===== config.mk =====
export PLATFORM = sky130hd
export DESIGN_NAME = drive_fault_monitor
export DESIGN_NICKNAME = d
export VERILOG_FILES = /design/src/design/unused.sv /design/src/design/fault_monitor_pkg.sv /design/src/design/drive_fault_monitor.sv
export SDC_FILE = /design/constraint.sdc
export NUM_CORES = 1
export LEC_CHECK = 0
export BUFFER_PORTS_ARGS = -buffer_cell sky130_fd_sc_hd__buf_4
export CELL_PAD_IN_SITES_DETAIL_PLACEMENT = 1
export CELL_PAD_IN_SITES_GLOBAL_PLACEMENT = 1
export CORE_MARGIN = 3
export CORE_UTILIZATION = 42
export CTS_BUF_LIST = sky130_fd_sc_hd__clkbuf_16
export CTS_CLUSTER_SIZE = 20
export DETAILED_ROUTE_END_ITERATION = 6
export PLACE_DENSITY = 0.87
export SETUP_SLACK_MARGIN = 0.1
export SLEW_MARGIN = 5
export SYNTH_ARGS = -nofsm -noshare
export SYNTH_HDL_FRONTEND = slang
export SYNTH_SLANG_ARGS = --single-unit

===== constraint.sdc =====
create_clock -name i_clk -period 2.35 [get_ports i_clk]
set_input_delay 0.47 -clock i_clk [delete_from_list [all_inputs] [get_ports i_clk]]
set_output_delay 0.47 -clock i_clk [all_outputs]
set_load 0.1 [all_outputs]

===== src/design/unused.sv =====
`timescale 1ns/10ps
`default_nettype none
`default_nettype wire


===== src/design/fault_monitor_pkg.sv =====
package fault_monitor_pkg;

  localparam int CLK_KHZ          = 250000;
  localparam int HOST_TIMEOUT_MS  = 2000;
  localparam int PANEL_START_MS   = 5000;
  localparam int PANEL_LOSS_MS    = 2000;
  localparam int TICK_MS          = 1;
  localparam int HOST_TIMEOUT_CYC = HOST_TIMEOUT_MS * CLK_KHZ;
  localparam int PANEL_START_CYC  = PANEL_START_MS * CLK_KHZ;
  localparam int PANEL_LOSS_CYC   = PANEL_LOSS_MS * CLK_KHZ;
  localparam int MS_CYC           = TICK_MS * CLK_KHZ;

  localparam logic [7:0] ADDR_CTRL     = 8'h00;
  localparam logic [7:0] ADDR_ANS_DLY  = 8'h04;
  localparam logic [7:0] ADDR_NOLOAD   = 8'h08;
  localparam logic [7:0] ADDR_CLEAR    = 8'h0C;
  localparam logic [7:0] ADDR_STATUS   = 8'h10;

  localparam logic [1:0]  RUN_SRC_PANEL   = 2'h0;
  localparam logic [1:0]  ACTION_MAX      = 2'h2;
  localparam logic [15:0] ANS_DLY_RESET   = 16'h0064;
  localparam logic [15:0] NOLOAD_RESET    = 16'h0000;
  localparam int          NFAULT          = 13;
  localparam int          NTERM           = 5;
  localparam int          STATUS_FLAG_LSB = 16;
  // panel present bit idles high, so no false removal after reset
  localparam logic [6:0]  SYNC_RESET      = 7'h20;

  localparam int F_EXT    = 0;
  localparam int F_DISC   = 5;
  localparam int F_HOST   = 6;
  localparam int F_OPT    = 7;
  localparam int F_ANS    = 8;
  localparam int F_BRAKE  = 9;
  localparam int F_RUN    = 10;
  localparam int F_PSTART = 11;
  localparam int F_PLOSS  = 12;

  // code = fault index + 1, zero means no fault
  typedef enum logic [3:0] {
    CODE_NONE                = 4'h0,
    EXT_FAULT_CODE_THIRD     = 4'h1,
    EXT_FAULT_CODE_FOURTH    = 4'h2,
    EXT_FAULT_CODE_FIFTH     = 4'h3,
    EXT_FAULT_CODE_SIXTH     = 4'h4,
    EXT_FAULT_CODE_SEVENTH   = 4'h5,
    OPERATOR_DISCONNECT_FAULT = 4'h6,
    HOST_LINK_FAULT          = 4'h7,
    OPTION_LINK_FAULT        = 4'h8,
    CONTACTOR_ANSWER_FAULT   = 4'h9,
    BRAKE_OPEN_CURRENT_FAULT = 4'hA,
    RUNNING_CURRENT_FAULT    = 4'hB,
    PANEL_LINK_START_FAULT   = 4'hC,
    PANEL_LINK_LOSS_FAULT    = 4'hD
  } fault_code_type;

  typedef enum logic [2:0] {
    PANEL_WAIT = 3'h1,
    PANEL_UP   = 3'h2,
    PANEL_DEAD = 3'h4
  } panel_state_type;

  typedef struct packed {
    logic       host_link_timeout_enable;
    logic [1:0] host_link_error_action;
    logic [1:0] run_command_source_sel;
  } settings_type;

  localparam int          SET_W     = 5;
  localparam logic [4:0]  SET_RESET = 5'h00;

  typedef struct packed {
    logic [7:0]  addr;
    logic [31:0] wdata;
    logic        wr;
    logic        rd;
  } bus_req_type;

endpackage


===== src/design/drive_fault_monitor.sv =====
// Decided for this implementation: strobed register access and the register addresses.
`timescale 1ns/10ps
`default_nettype none

// Function
// - each terminal fault gets its own code
// - panel removed with panel run source
// - host link silent two seconds when enabled with error action at most 2
// - option link loss only after established
// - contactor answer missing past set delay
// - low current when brake opens
// - low current while running
// - panel link not up within five seconds
// - panel link silent two seconds after up
module drive_fault_monitor #(
  parameter int HOST_TIMEOUT_CYC = fault_monitor_pkg::HOST_TIMEOUT_CYC,
  parameter int PANEL_START_CYC  = fault_monitor_pkg::PANEL_START_CYC,
  parameter int PANEL_LOSS_CYC   = fault_monitor_pkg::PANEL_LOSS_CYC,
  parameter int MS_CYC           = fault_monitor_pkg::MS_CYC
) (
  input  wire logic                i_clk,
  input  wire logic                i_rst_b,
  input  wire fault_monitor_pkg::bus_req_type i_bus,
  output logic [31:0]              o_rdata,
  input  wire logic [4:0]          i_ext_fault_pin,
  input  wire logic                i_panel_present_pin,
  input  wire logic                i_contactor_answer_pin,
  input  wire logic                i_panel_rx_ok,
  input  wire logic                i_host_rx_ok,
  input  wire logic                i_option_link_up,
  input  wire logic                i_contactor_close,
  input  wire logic                i_brake_open,
  input  wire logic                i_running,
  input  wire logic [15:0]         i_out_current,
  output logic [3:0]               o_fault_code,
  output logic                     o_fault_active
);

  localparam int NPIN = fault_monitor_pkg::NTERM + 2;

  logic [NPIN-1:0]      sync1_r;
  logic [NPIN-1:0]      sync2_r;
  logic [4:0]           ext_s;
  logic                 present_s;
  logic                 answer_s;
  fault_monitor_pkg::settings_type set_r;
  logic [15:0]          ans_dly_r;
  logic [15:0]          noload_r;
  logic                 clear;
  logic [fault_monitor_pkg::NFAULT-1:0] raw;
  logic [fault_monitor_pkg::NFAULT-1:0] flags_r;
  logic [3:0]           code_r;
  logic [3:0]           raw_code;
  logic [31:0]          host_cnt_r;
  logic                 host_on;
  logic                 opt_est_r;
  logic [31:0]          ms_cnt_r;
  logic                 ms_tick;
  logic [15:0]          ans_cnt_r;
  logic                 low_cur;
  fault_monitor_pkg::panel_state_type panel_r;
  logic [31:0]          panel_cnt_r;

  // pin inputs pass two flops
  always_ff @(posedge i_clk or negedge i_rst_b) begin
    if (!i_rst_b) begin
      sync1_r <= fault_monitor_pkg::SYNC_RESET;
      sync2_r <= fault_monitor_pkg::SYNC_RESET;
    end else begin
      sync1_r <= {i_contactor_answer_pin, i_panel_present_pin,
                  i_ext_fault_pin};
      sync2_r <= sync1_r;
    end
  end
  assign ext_s     = sync2_r[4:0];
  assign present_s = sync2_r[5];
  assign answer_s  = sync2_r[6];

  // register writes
  assign clear = i_bus.wr && (i_bus.addr == fault_monitor_pkg::ADDR_CLEAR)
                 && i_bus.wdata[0];
  always_ff @(posedge i_clk or negedge i_rst_b) begin
    if (!i_rst_b) begin
      set_r     <= fault_monitor_pkg::SET_RESET;
      ans_dly_r <= fault_monitor_pkg::ANS_DLY_RESET;
      noload_r  <= fault_monitor_pkg::NOLOAD_RESET;
    end else if (i_bus.wr) begin
      if (i_bus.addr == fault_monitor_pkg::ADDR_CTRL)
        set_r <= i_bus.wdata[fault_monitor_pkg::SET_W-1:0];
      if (i_bus.addr == fault_monitor_pkg::ADDR_ANS_DLY)
        ans_dly_r <= i_bus.wdata[15:0];
      if (i_bus.addr == fault_monitor_pkg::ADDR_NOLOAD)
        noload_r <= i_bus.wdata[15:0];
    end
  end

  // register reads, data one cycle after strobe
  always_ff @(posedge i_clk or negedge i_rst_b) begin
    if (!i_rst_b) begin
      o_rdata <= '0;
    end else begin
      o_rdata <= '0;
      if (i_bus.rd) begin
        case (i_bus.addr)
          fault_monitor_pkg::ADDR_CTRL:
            o_rdata <= {27'h0000000, set_r};
          fault_monitor_pkg::ADDR_ANS_DLY:
            o_rdata <= {16'h0000, ans_dly_r};
          fault_monitor_pkg::ADDR_NOLOAD:
            o_rdata <= {16'h0000, noload_r};
          fault_monitor_pkg::ADDR_STATUS:
            o_rdata <= {3'h0, flags_r, 12'h000, code_r};
          default:
            o_rdata <= '0;
        endcase
      end
    end
  end

  assign raw[fault_monitor_pkg::F_EXT +: fault_monitor_pkg::NTERM] =
    ext_s;
  assign raw[fault_monitor_pkg::F_DISC] = !present_s &&
    (set_r.run_command_source_sel == fault_monitor_pkg::RUN_SRC_PANEL);

  // host serial link watchdog
  assign host_on = set_r.host_link_timeout_enable &&
    (set_r.host_link_error_action <= fault_monitor_pkg::ACTION_MAX);
  always_ff @(posedge i_clk or negedge i_rst_b) begin
    if (!i_rst_b) begin
      host_cnt_r <= '0;
    end else if (!host_on || i_host_rx_ok) begin
      host_cnt_r <= '0;
    end else if (host_cnt_r < HOST_TIMEOUT_CYC) begin
      host_cnt_r <= host_cnt_r + 32'h00000001;
    end
  end
  assign raw[fault_monitor_pkg::F_HOST] = host_on &&
    (host_cnt_r >= HOST_TIMEOUT_CYC);

  // option link loss after first contact
  always_ff @(posedge i_clk or negedge i_rst_b) begin
    if (!i_rst_b) begin
      opt_est_r <= 1'b0;
    end else if (i_option_link_up) begin
      opt_est_r <= 1'b1;
    end
  end
  assign raw[fault_monitor_pkg::F_OPT] = opt_est_r && !i_option_link_up;

  // millisecond tick for the contactor delay
  assign ms_tick = (ms_cnt_r >= MS_CYC - 1);
  always_ff @(posedge i_clk or negedge i_rst_b) begin
    if (!i_rst_b) begin
      ms_cnt_r <= '0;
    end else if (ms_tick) begin
      ms_cnt_r <= '0;
    end else begin
      ms_cnt_r <= ms_cnt_r + 32'h00000001;
    end
  end
  always_ff @(posedge i_clk or negedge i_rst_b) begin
    if (!i_rst_b) begin
      ans_cnt_r <= '0;
    end else if (!i_contactor_close || answer_s) begin
      ans_cnt_r <= '0;
    end else if (ms_tick && ans_cnt_r <= ans_dly_r) begin
      ans_cnt_r <= ans_cnt_r + 16'h0001;
    end
  end
  assign raw[fault_monitor_pkg::F_ANS] = i_contactor_close && !answer_s &&
    (ans_cnt_r > ans_dly_r);

  // current below a quarter of no-load
  assign low_cur = ({i_out_current, 2'h0} < {2'h0, noload_r});
  assign raw[fault_monitor_pkg::F_BRAKE] = i_brake_open && low_cur;
  assign raw[fault_monitor_pkg::F_RUN]   = i_running && low_cur;

  // operator panel link supervision
  always_ff @(posedge i_clk or negedge i_rst_b) begin
    if (!i_rst_b) begin
      panel_r     <= fault_monitor_pkg::PANEL_WAIT;
      panel_cnt_r <= '0;
    end else begin
      case (panel_r)
        fault_monitor_pkg::PANEL_WAIT: begin
          if (i_panel_rx_ok) begin
            panel_r     <= fault_monitor_pkg::PANEL_UP;
            panel_cnt_r <= '0;
          end else if (panel_cnt_r >= PANEL_START_CYC) begin
            panel_r <= fault_monitor_pkg::PANEL_DEAD;
          end else begin
            panel_cnt_r <= panel_cnt_r + 32'h00000001;
          end
        end
        fault_monitor_pkg::PANEL_UP: begin
          if (i_panel_rx_ok) begin
            panel_cnt_r <= '0;
          end else if (panel_cnt_r < PANEL_LOSS_CYC) begin
            panel_cnt_r <= panel_cnt_r + 32'h00000001;
          end
        end
        fault_monitor_pkg::PANEL_DEAD: begin
          panel_cnt_r <= panel_cnt_r;
        end
        default: begin
          panel_r     <= fault_monitor_pkg::PANEL_WAIT;
          panel_cnt_r <= '0;
        end
      endcase
    end
  end
  assign raw[fault_monitor_pkg::F_PSTART] =
    (panel_r == fault_monitor_pkg::PANEL_DEAD);
  assign raw[fault_monitor_pkg::F_PLOSS] =
    (panel_r == fault_monitor_pkg::PANEL_UP) &&
    (panel_cnt_r >= PANEL_LOSS_CYC);

  // lowest index wins among faults of one cycle
  always_comb begin
    raw_code = 4'h0;
    for (int k = fault_monitor_pkg::NFAULT - 1; k >= 0; k--) begin
      if (raw[k])
        raw_code = 4'(k + 1);
    end
  end

  // sticky flags and first code, a new event beats the clear
  always_ff @(posedge i_clk or negedge i_rst_b) begin
    if (!i_rst_b) begin
      flags_r <= '0;
      code_r  <= fault_monitor_pkg::CODE_NONE;
    end else begin
      flags_r <= (clear ? '0 : flags_r) | raw;
      if (clear || code_r == fault_monitor_pkg::CODE_NONE)
        code_r <= raw_code;
    end
  end
  assign o_fault_code   = code_r;
  assign o_fault_active = (code_r != fault_monitor_pkg::CODE_NONE);
endmodule

`default_nettype wire


==> results of run 1 <==
per-layer routing:
layer  track usage, %  wire length, µm  up-vias
met5                0               13        -
met1             34.5            16800     5297
met4             21.8             5360        2
met2             60.9            25600      793
li1                 -                -     4125
met3             5.67             3870      368
worst max-delay path: stages (launching register included):
cell	delay [ns]
dfrtp_1	0.48
ha_4	0.34
and4_4	0.23
or4b_4	0.48
o31a_1	0.41
and2_4	0.23
buf_6	0.14
nor4_4	0.24
mux2i_2	0.33
area by class of cell:
class	instances	area (µm²)	area share, %
Antenna cell	2	5.00	0.0339
Clock buffer	23	576	3.90
Clock inverter	18	216	1.47
Inverter	48	180	1.22
Multi-Input combinational cell	722	5790	39.3
Sequential cell	213	5350	36.3
Tap cell	319	399	2.71
Timing Repair Buffer	262	2220	15.1
synth_stat cells (15+ instances only):
| master | number |
|---|---|
| dfrtp_1 | 207 |
| nor2_1 | 102 |
| nand2_1 | 77 |
| inv_1 | 48 |
| a21oi_1 | 44 |
| nand3_1 | 39 |
| mux2_2 | 38 |
| ha_1 | 36 |
| clkbuf_1 | 30 |
| o21ai_0 | 30 |
| and3_1 | 29 |
| nand4_1 | 27 |
| o31ai_1 | 24 |
| nor3_1 | 22 |
| xor2_1 | 22 |
| xnor2_1 | 20 |
| or4_1 | 18 |
| or3_1 | 17 |
| a22oi_1 | 16 |
| nand2b_1 | 15 |
power by group through the flow:
| stage | clock, µW | sequential (µW) | combinational [µW] |
|---|---|---|---|
| after CTS | 3930 | 3860 | 1060 |
| after detailed placement | 0 | 3930 | 875 |
| after floorplan | 0 | 3910 | 423 |
| final | 4100 | 3900 | 1350 |
| after global placement | 0 | 3920 | 820 |
| after global routing | 4230 | 3910 | 1410 |
worst paths after layout:
kind	startpoint	to	slack, ns
worst max-delay path	ans_cnt_r[9]$_DFFE_PN0P_	ans_cnt_r[6]$_DFFE_PN0P_	-0.62
worst max register to register	ans_cnt_r[9]$_DFFE_PN0P_	ans_cnt_r[6]$_DFFE_PN0P_	-0.62
max in group asynchronous	i_rst_b	ans_cnt_r[11]$_DFFE_PN0P_	0.99
worst min-delay path	i_panel_present_pin	sync1_r[5]$_DFF_PN1_	0.04
worst min register to register	sync1_r[3]$_DFF_PN0_	sync2_r[3]$_DFF_PN0_	0.36
min in group asynchronous	i_rst_b	o_rdata[13]$_DFF_PN0_	0.51
state kept, by name, indices dropped and copies added, names as in the netlist, 5 cells and up:
signal and flops:
ans_cnt_r 16, sync2_r 7, set_r 5, ms_cnt_r 32
ans_dly_r 16, flags_r 13, o_rdata 29, sync1_r 7
host_cnt_r 32, panel_cnt_r 32, noload_r 16
kinds of logic (layout without fill, tap and decap cells):
| logic type | Yosys count | in the layout | share of synthesized area [%] |
|---|---|---|---|
| compound gates | 180 | 183 | 12.1 |
| flops | 213 | 213 | 51.9 |
| fa+ha+maj | 36 | 36 | 4.38 |
| mux | 44 | 44 | 4.74 |
| other cells | 1 | 19 | 0.0365 |
| buf+inv | 90 | 351 | 3.56 |
| xor+xnor | 42 | 42 | 3.58 |
| simple gates | 398 | 400 | 19.7 |
stage by stage:
step           utilization [%]  setup TNS [ns]  power, µW  cells  cell area (µm²)
2_1_floorplan                -           -1.08       4330   1020            10400
3_3_place_gp              51.1           -2.99       4740   1490            12100
3_5_place_dp              51.1           -7.12       4800   1490            12100
4_1_cts                   58.6           -4.83       8850   1577            13900
5_1_grt                   62.1          -13.82       9550   1607            14700
6_report                  62.1          -11.64       9350   1607            14700
repair_timing:
item	4_1_cts	5_1_grt
gates resized for setup	140	129
cloned	5	2
setup endpoints to repair	75	91
setup buffers	42	28
hold buffers	1	0
pin swaps	78	44
endpoints found under the hold margin	47	0
cells in the final DEF, fill, tap and decap left out, types with 7 or more instances in the layout:
cell / netlist / layout
a21oi_1: 44 / 28
a21oi_2: 2 / 16
a22oi_1: 16 / 16
and2_1: 13 / 12
and3_1: 29 / 28
buf_12: 0 / 7
buf_4: 3 / 220
buf_6: 1 / 29
clkbuf_16: 0 / 24
conb_1: 1 / 17
dfrtp_1: 207 / 194
dfrtp_2: 0 / 13
ha_1: 36 / 27
ha_4: 0 / 8
inv_1: 48 / 48
mux2_2: 38 / 37
nand2_1: 77 / 69
nand2b_1: 15 / 12
nand3_1: 39 / 33
nand4_1: 27 / 27
nor2_1: 102 / 79
nor2_4: 0 / 19
nor3_1: 22 / 11
nor3_2: 0 / 9
o21ai_0: 30 / 15
o21ai_2: 0 / 8
o31ai_1: 24 / 9
o31ai_2: 0 / 12
or3_1: 17 / 8
or3_4: 0 / 9
or4_4: 0 / 13
xnor2_1: 20 / 20
xor2_1: 22 / 22
==> summary.txt, run 1 <==
Status
  • Outcome: finished, violations left
  • Failing checks: setup timing

Floorplan
  • Die area: 26400 µm²
  • Area of the core: 23800 µm²
  • Die X: 162 µm
  • Die Y: 162 µm
  • # rows: 56
  • Initial Utilization: 43.3%
  • IO Count: 110

Finish
  • Layout area overhead: 43.4%
  • Share of layout cells above drive strength 1: 41.5%
  • Fin nets: 1379
  • Fill cells: 2416

Clock network
  • CTS tree: built
  • Worst-path clk slew: 0.08 ns
  • Longest Clk Path Bufs: 3
  • H-tree levels: 1
  • Clk Latency, worst-skew pair: 0.54 ns
  • CTS Sinks: 213
  • CTS root buf: clkbuf_16
  • Total CTS buffers: 23

Pwr
  • LEAKAGE: 0.00638 µW
  • Worst-case vdd ir drop: 0.515 mV
  • Pwr dens: 634 nW/µm²
  • Int Power: 6630 µW
  • Combinational share of power: 14.4%
  • Switch Pwr: 2720 µW
  • Reg power frac: 41.8%
  • Clk pwr share: 43.8%
  • Sw Share: 29.1%

Synth
  • Post-synth EDFFs: 0
  • Synth warn: 0
  • Top cell type's share of synthesized area: 50.4%
  • Cell Area, Synth: 10300 µm²
  • Seq/Total Area, Yosys: 51.9%
  • Avg Inst Size Synth: 10.2 µm²
  • Largest cells by area after synthesis: dfrtp_1 50%, ha_1 4.4%, mux2_2 4.2%, nor2_1 3.7%, nand2_1 2.8%
  • Largest area contributor in the netlist: dfrtp_1
  • Cell variety after synth: 65
  • Ys flop type: dfrtp_1
  • Synth Instances: 1004
  • Async SR Flop Fraction: 100%
  • Flops & latches, synth: 213

Flow run
  • Max_cap viols: 0

STA
  • RSZ-0062 raised after global routing: true
  • Peak Freq: 336 MHz
  • Worst-case clock skew: 0.0233 ns
  • Final min period: 2.97 ns
  • Slew headroom: 19.3%
  • Final Max Tran Viols: 0
  • Endpoints failing hold: 0
  • Final worst-path cycle share: 127%
  • Setup violations, final: 44
  • Worst Tran Pin Value: 1.20 ns
  • Setup ws final: -0.624 ns
  • WHS: 0.0429 ns

Routing
  • Per-cell routed wire length: 32.1 µm
  • Detailed Route WL: 51600 µm
  • Drt first pass iters: 5
  • Initial drt markers: 1005
  • # DRC: 0
  • Routed via count: 10585
  • Vias per cell: 6.59
  • Number of routed nets with antenna violations: 0

Placed design
  • Port bufs: 90
  • Placer congestion estimate: 0.821
  • Setup WS pre-CTS: -0.354 ns
  • Placed wire-length estimate: 22600 µm

Critical path
  • Critical path arrival: 3.41 ns
  • CP Launch Type: flip-flop
  • Crit path max fanout: 6
  • Endpoint type of the worst setup path: flip-flop
  • R2R cell count: 8
  • Setup CP Type: reg -> reg
  • WP data required: 2.78 ns

Worst hold path
  • HP Class: in -> reg
  • Worst hold path depth: 1

Global routing
  • Global route overflow: 0
  • Initial antenna violation count: 4
  • Global-route wire length before repair: 67800 µm
  • Vias in the first global route: 11319
  • Largest net degree at the start of global routing: 65
  • GRT Total Usage: 33.1%
(Power assumes the default switching activity.)
==> inputs of run 2 (changes only) <==
GPL_TIMING_DRIVEN = 0   (was default)
==> summary.txt, run 2 (synthesized netlist as in run 1, its figures left out) <==
Status
  • Outcome: finished, violations left
  • Failing checks: setup timing

Pwr
  • Clk pwr share: 42.9%
  • LEAKAGE: 0.00603 µW
  • Worst-case vdd ir drop: 0.614 mV
  • Pwr dens: 617 nW/µm²
  • Switch Pwr: 2400 µW
  • Combinational share of power: 12.4%
  • Reg power frac: 44.7%
  • Total power: 8680 µW
  • Sw Share: 27.6%
  • Int Power: 6280 µW

Critical path
  • Critical path arrival: 3.34 ns
  • R2r setup slk: -0.56 ns
  • R2r endpoint: ans_cnt_r[6]$_DFFE_PN0P_
  • Worst setup path endpoint: ans_cnt_r[6]$_DFFE_PN0P_
  • R2r startpoint: ans_dly_r[5]$_DFFE_PN1P_
  • Crit path launch: ans_dly_r[5]$_DFFE_PN1P_
  • CP Launch Type: flip-flop
  • Crit path max fanout: 7
  • Endpoint type of the worst setup path: flip-flop
  • WP data required: 2.78 ns
  • Setup CP Type: reg -> reg
  • R2R cell count: 11

Finish
  • Layout area overhead: 36.8%
  • Share of layout cells above drive strength 1: 36.5%
  • Fin nets: 1336
  • Most common cell after layout, fill and taps aside: dfrtp_1
  • Most frequent cells in the layout: 192 x dfrtp_1, 167 x buf_4, 82 x nor2_1
  • Antenna cells: 0
  • Regs by FF count: host_cnt_r (32), ms_cnt_r (32), panel_cnt_r (32)

Routing
  • Detailed Route WL: 39800 µm
  • Routed via count: 9471
  • Vias per cell: 6.06
  • Drt first pass iters: 5
  • Initial drt markers: 849
  • Per-cell routed wire length: 25.5 µm
  • Number of routed nets with antenna violations: 0
  • # DRC: 0

STA
  • Worst-case clock skew: 0.0219 ns
  • Worst Tran Pin Value: 0.840 ns
  • Peak Freq: 344 MHz
  • Setup violations, final: 35
  • RSZ-0062 raised after global routing: true
  • Setup TNS: -9.43 ns
  • Setup ws final: -0.556 ns
  • Final Max Tran Viols: 0
  • Endpoints failing hold: 0
  • Slew headroom: 44.0%
  • Final min period: 2.91 ns
  • Final worst-path cycle share: 124%

Floorplan
  • IO Count: 110
  • Die area: 26400 µm²
  • Initial Utilization: 43.3%
  • Die Y: 162 µm
  • # rows: 56
  • Die X: 162 µm
  • Area of the core: 23800 µm²

Global routing
  • GRT Total Usage: 24.1%
  • Global route overflow: 0
  • Initial antenna violation count: 0
  • Vias in the first global route: 9745
  • Global-route wire length before repair: 51300 µm
  • Largest net degree at the start of global routing: 111

Placed design
  • Placed wire-length estimate: 20200 µm
  • Port bufs: 89
  • Placer congestion estimate: 0.821

Clock network
  • Cts hold-fix bufs: 0
  • CTS tree: built
  • H-tree levels: 1
  • Total CTS buffers: 23
  • Longest Clk Path Bufs: 3
  • Clk Latency, worst-skew pair: 0.53 ns
  • CTS root buf: clkbuf_16
  • Worst-path clk slew: 0.07 ns
  • CTS Sinks: 213

Worst hold path
  • HP Class: in -> async

Flow run
  • Max_cap viols: 0
==> run 2: cell count changes in the layout (fill, tap and decap cells not counted), moves of 4 or more <==
cell | previous run | this run
buf_4 | 220 | 167
clkbuf_1 | 0 | 14
buf_6 | 29 | 19
o31ai_4 | 3 | 11
o31ai_2 | 12 | 6
buf_2 | 0 | 5
clkbuf_2 | 0 | 5
mux2i_1 | 1 | 6
mux2i_2 | 5 | 0
buf_8 | 2 | 6
o21ai_1 | 6 | 10
o21ai_2 | 8 | 4
==> run 2: timing repair <==
action / 4_1_cts / 5_1_grt
buffers inserted: 49 / 41
gates resized for setup: 92 / 181
pin swaps: 49 / 57
cloned: 2 / 1
endpoints found under the setup margin: 124 / 116
==> run 2: metrics by stage <==
stage                     area (µm²)  setup WS [ns]  instances  utilization [%]  hold WS (ns)
after detailed placement       11500         -0.573       1430             48.6         0.341
after CTS                      13100         -0.443       1522             55.0        0.0291
after floorplan                10400         -0.201       1020                -         0.174
final                          14100         -0.556       1563             59.2      0.000175
after global placement         11500         -0.927       1428             48.4         0.337
after global routing           14100         -0.545       1563             59.2        0.0391
==> run 2: worst max-delay path, stage by stage, from the launching register on <==
cell and delay [ns]:
dfstp_2 0.56, inv_2 0.06, ha_4 0.25, a21oi_1 0.26, o21ai_1 0.17, a221oi_2 0.38
o221ai_4 0.21, and2_4 0.24, buf_8 0.15, buf_4 0.14, nor4_4 0.15, mux2i_1 0.25
==> run 2: power groups by stage <==
stage	clock [µW]	combinational, µW	sequential [µW]
after floorplan	0	423	3910
after global placement	0	719	3920
after detailed placement	0	770	3930
after CTS	3680	879	3860
after global routing	3900	1150	3880
final	3720	1080	3880
==> run 2: metal layers <==
layer / part of all wire (%) / up-vias / track usage (%)
met2: 53 / 397 / 45.0
met1: 37 / 4915 / 28.1
met4: 4.6 / 0 / 8.03
met3: 5.2 / 127 / 3.74
met5: 0 / - / 0
li1: - / 4032 / -
==> run 2: layout make-up <==
| type | count | area [µm²] |
|---|---|---|
| Buffer | 41 | 304 |
| Clock buffer | 23 | 576 |
| Clock inverter | 19 | 166 |
| Fill cell | 2478 | 9680 |
| Inverter | 48 | 180 |
| Multi-Input combinational cell | 717 | 5600 |
| Sequential cell | 213 | 5360 |
| Tap cell | 319 | 399 |
| Timing Repair Buffer | 183 | 1490 |
==> run 2: worst min-delay path by stage <==
stage / start / end / slack (ns)
floorplan: i_rst_b / ans_cnt_r[0]$_DFFE_PN0P_ / 0.17
global placement: sync1_r[0]$_DFF_PN0_ / sync2_r[0]$_DFF_PN0_ / 0.34
detailed placement: sync1_r[4]$_DFF_PN0_ / sync2_r[4]$_DFF_PN0_ / 0.34
CTS: i_rst_b / o_rdata[12]$_DFF_PN0_ / 0.03
global route: i_rst_b / o_rdata[13]$_DFF_PN0_ / 0.04
finish: i_rst_b / o_rdata[8]$_DFF_PN0_ / 0.0002
==> inputs of run 3 (changes only) <==
ABC_AREA = 1   (was default)
BUFFER_PORTS_ARGS = -buffer_cell sky130_fd_sc_hd__buf_2   (was -buffer_cell sky130_fd_sc_hd__buf_4)
CORE_UTILIZATION = 41   (was 42)
PLACE_DENSITY = 0.88   (was 0.87)
SLEW_MARGIN = default   (was 5)
==> summary.txt, run 3 <==
Finish
  • Antenna cells: 0
  • Most frequent cells in the layout: 244 x nand2_1, 191 x dfrtp_1, 179 x inv_1
  • Sequential Area: 5360 µm²
  • Most common cell after layout, fill and taps aside: nand2_1
  • Share of layout cells above drive strength 1: 25.0%
  • Regs by FF count: host_cnt_r (32), ms_cnt_r (32), panel_cnt_r (32)
  • Fill cells: 3106
  • Multi-input gate area: 5390 µm²
  • Fin nets: 1607
  • Layout area overhead: 25.1%

STA
  • Setup violations, final: 1
  • Worst Tran Pin Value: 0.698 ns
  • Worst-case clock skew: 0.0270 ns
  • Final worst-path cycle share: 102%
  • Setup TNS: -0.0386 ns
  • RSZ-0062 raised after global routing: true
  • Final Max Tran Viols: 0
  • WHS: 0.0270 ns
  • Endpoints failing hold: 0
  • Peak Freq: 419 MHz
  • Slew headroom: 52.9%
  • Setup ws final: -0.0386 ns
  • Final min period: 2.39 ns

Synth
  • Largest area contributor in the netlist: dfrtp_1
  • Flops & latches, synth: 213
  • Top cell type's share of synthesized area: 47.0%
  • Ys flop type: dfrtp_1
  • Cell Area, Synth: 11000 µm²
  • Synth warn: 0
  • Top-count cell post-synth: nand2_1
  • Largest cells by area after synthesis: dfrtp_1 47%, nand2_1 8.9%, inv_1 6.3%, nor2_1 4.3%, ha_1 4.1%
  • Seq/Total Area, Yosys: 48.4%
  • Synth Instances: 1309
  • Async SR Flop Fraction: 100%
  • Most instantiated cells after synthesis: 263 x nand2_1, 207 x dfrtp_1, 184 x inv_1
  • Avg Inst Size Synth: 8.43 µm²
  • Cell variety after synth: 54
  • Post-synth EDFFs: 0

Clock network
  • Total CTS buffers: 25
  • CTS tree: built
  • H-tree levels: 1
  • CTS Sinks: 213
  • Longest Clk Path Bufs: 3
  • Worst-path clk slew: 0.07 ns
  • CTS root buf: clkbuf_16
  • Clk Latency, worst-skew pair: 0.54 ns

Routing
  • Per-cell routed wire length: 20.9 µm
  • Vias per cell: 5.58
  • Number of routed nets with antenna violations: 0
  • # DRC: 0
  • Drt first pass iters: 5
  • Detailed Route WL: 38700 µm
  • Routed via count: 10328
  • Initial drt markers: 809

Global routing
  • Global-route wire length before repair: 57000 µm
  • GRT Total Usage: 24.7%
  • Vias in the first global route: 10819
  • Initial antenna violation count: 4
  • Largest net degree at the start of global routing: 74
  • Global route overflow: 0

Placed design
  • Setup WS pre-CTS: -0.218 ns
  • Placer congestion estimate: 0.893
  • Port bufs: 90
  • Placed wire-length estimate: 24800 µm

Flow run
  • Max_cap viols: 0

Pwr
  • Worst-case vdd ir drop: 0.397 mV
  • LEAKAGE: 0.00628 µW
  • Pwr dens: 615 nW/µm²
  • Total power: 8490 µW

Critical path
  • Crit path max fanout: 5
  • WP data required: 2.82 ns
  • Setup CP Type: reg -> reg
  • Critical path arrival: 2.86 ns
  • Endpoint type of the worst setup path: flip-flop
  • CP Launch Type: flip-flop

Floorplan
  • Area of the core: 26300 µm²
  • # rows: 59
  • Die area: 28900 µm²
  • Die Y: 170 µm
  • IO Count: 110
  • Initial Utilization: 42.0%
  • Die X: 170 µm

Status
  • Failing checks: setup timing
  • Outcome: finished, violations left

Worst hold path
  • HP Class: in -> reg
==> run 3: changes by cell type after synthesis, moves of 16 or more <==
| cell | previous run | this run |
|---|---|---|
| clkbuf_1 | 30 | 13 |
| a21oi_1 | 44 | 62 |
| o21ai_0 | 30 | 80 |
| or3_1 | 17 | 0 |
| mux2_2 | 38 | 0 |
| nor2_1 | 102 | 126 |
| inv_1 | 48 | 184 |
| inv_2 | 0 | 18 |
| nand2_1 | 77 | 263 |
| or4_1 | 18 | 0 |
| nor3_1 | 22 | 45 |
| a22oi_1 | 16 | 0 |
| and3_1 | 29 | 3 |
==> run 3: layout make-up <==
type | count | share of cell area, %
buffer | 27 | 1.22
clock buffer | 25 | 4.53
clock inverter | 21 | 0.934
inverter | 207 | 5.68
multi-input combinational | 878 | 39.1
sequential | 213 | 38.8
tap | 335 | 3.04
timing repair buffer | 146 | 6.71
==> run 3: cells by family (layout without fill, tap and decap cells) <==
family / count (synthesis) / in the layout / synth area share (%)
AOI/OAI and AO/OA: 203 / 203 / 10.7
xor gates and xnor gates: 36 / 36 / 2.86
adders and majority gates: 36 / 36 / 4.08
buffers and inverters: 234 / 426 / 8.39
DFF: 213 / 213 / 48.4
other: 1 / 17 / 0.0340
and+or+nand+nor: 586 / 586 / 25.6
==> run 3: metrics by stage <==
step | cell area (µm²) | cells | util (%)
after CTS | 13100 | 1811 | 49.8
after detailed placement | 12000 | 1752 | 45.8
after floorplan | 11100 | 1325 | -
final | 13800 | 1852 | 52.5
after global routing | 13800 | 1852 | 52.5
after global placement | 12000 | 1750 | 45.5
==> run 3: final timing paths <==
check	from	end	slack [ns]	cells past startpoint
max in group asynchronous	i_rst_b	ans_dly_r[6]$_DFFE_PN1P_	0.67	4
min reg2reg	sync1_r[6]$_DFF_PN0_	sync2_r[6]$_DFF_PN0_	0.35	0
min	i_panel_present_pin	sync1_r[5]$_DFF_PN1_	0.03	1
max reg2reg	ans_cnt_r[10]$_DFFE_PN0P_	o_fault_code[0]$_DFFE_PN0P_	-0.04	16
max	ans_cnt_r[10]$_DFFE_PN0P_	o_fault_code[0]$_DFFE_PN0P_	-0.04	16
min in group asynchronous	i_rst_b	host_cnt_r[25]$_DFFE_PN0P_	0.49	2
==> run 3: critical path: stages (launching register included) <==
cell     delay [ns]
dfrtp_1        0.47
ha_1           0.34
nand2_1        0.11
o21a_1         0.22
nor2_1         0.21
nor2_2         0.09
nand2_4        0.12
nand2_4        0.09
nand2_2        0.11
nand2_1        0.07
nand2_1        0.06
nand2_1        0.05
nand2_1        0.07
nand2_1        0.06
nand2_1        0.07
nand2_1        0.07
a21oi_2        0.11
==> run 3: where the power goes <==
| part | internal [µW] | switching, µW |
|---|---|---|
| Sequential | 3780 | 89.2 |
| Combinational | 263 | 664 |
| Clock | 2040 | 1650 |
==> run 3: repair_timing <==
| action | 4_1_cts | 5_1_grt |
|---|---|---|
| buffers inserted | 12 | 41 |
| endpoints found under the hold margin | 67 | 0 |
| pin swaps | 24 | 37 |
| endpoints found under the setup margin | 30 | 81 |
| resized for setup | 49 | 116 |
| hold buffers | 1 | 0 |
==> run 3: metal layers <==
layer | wire length, µm | up-vias | global-route usage, % | share of wire [%]
met4 | 1940 | 8 | 11.5 | 5.0
met1 | 15500 | 5172 | 30.4 | 40
met5 | 35 | - | 0 | 0.090
met2 | 19200 | 383 | 42.8 | 50
met3 | 2080 | 137 | 3.53 | 5.4
li1 | - | 4628 | - | -
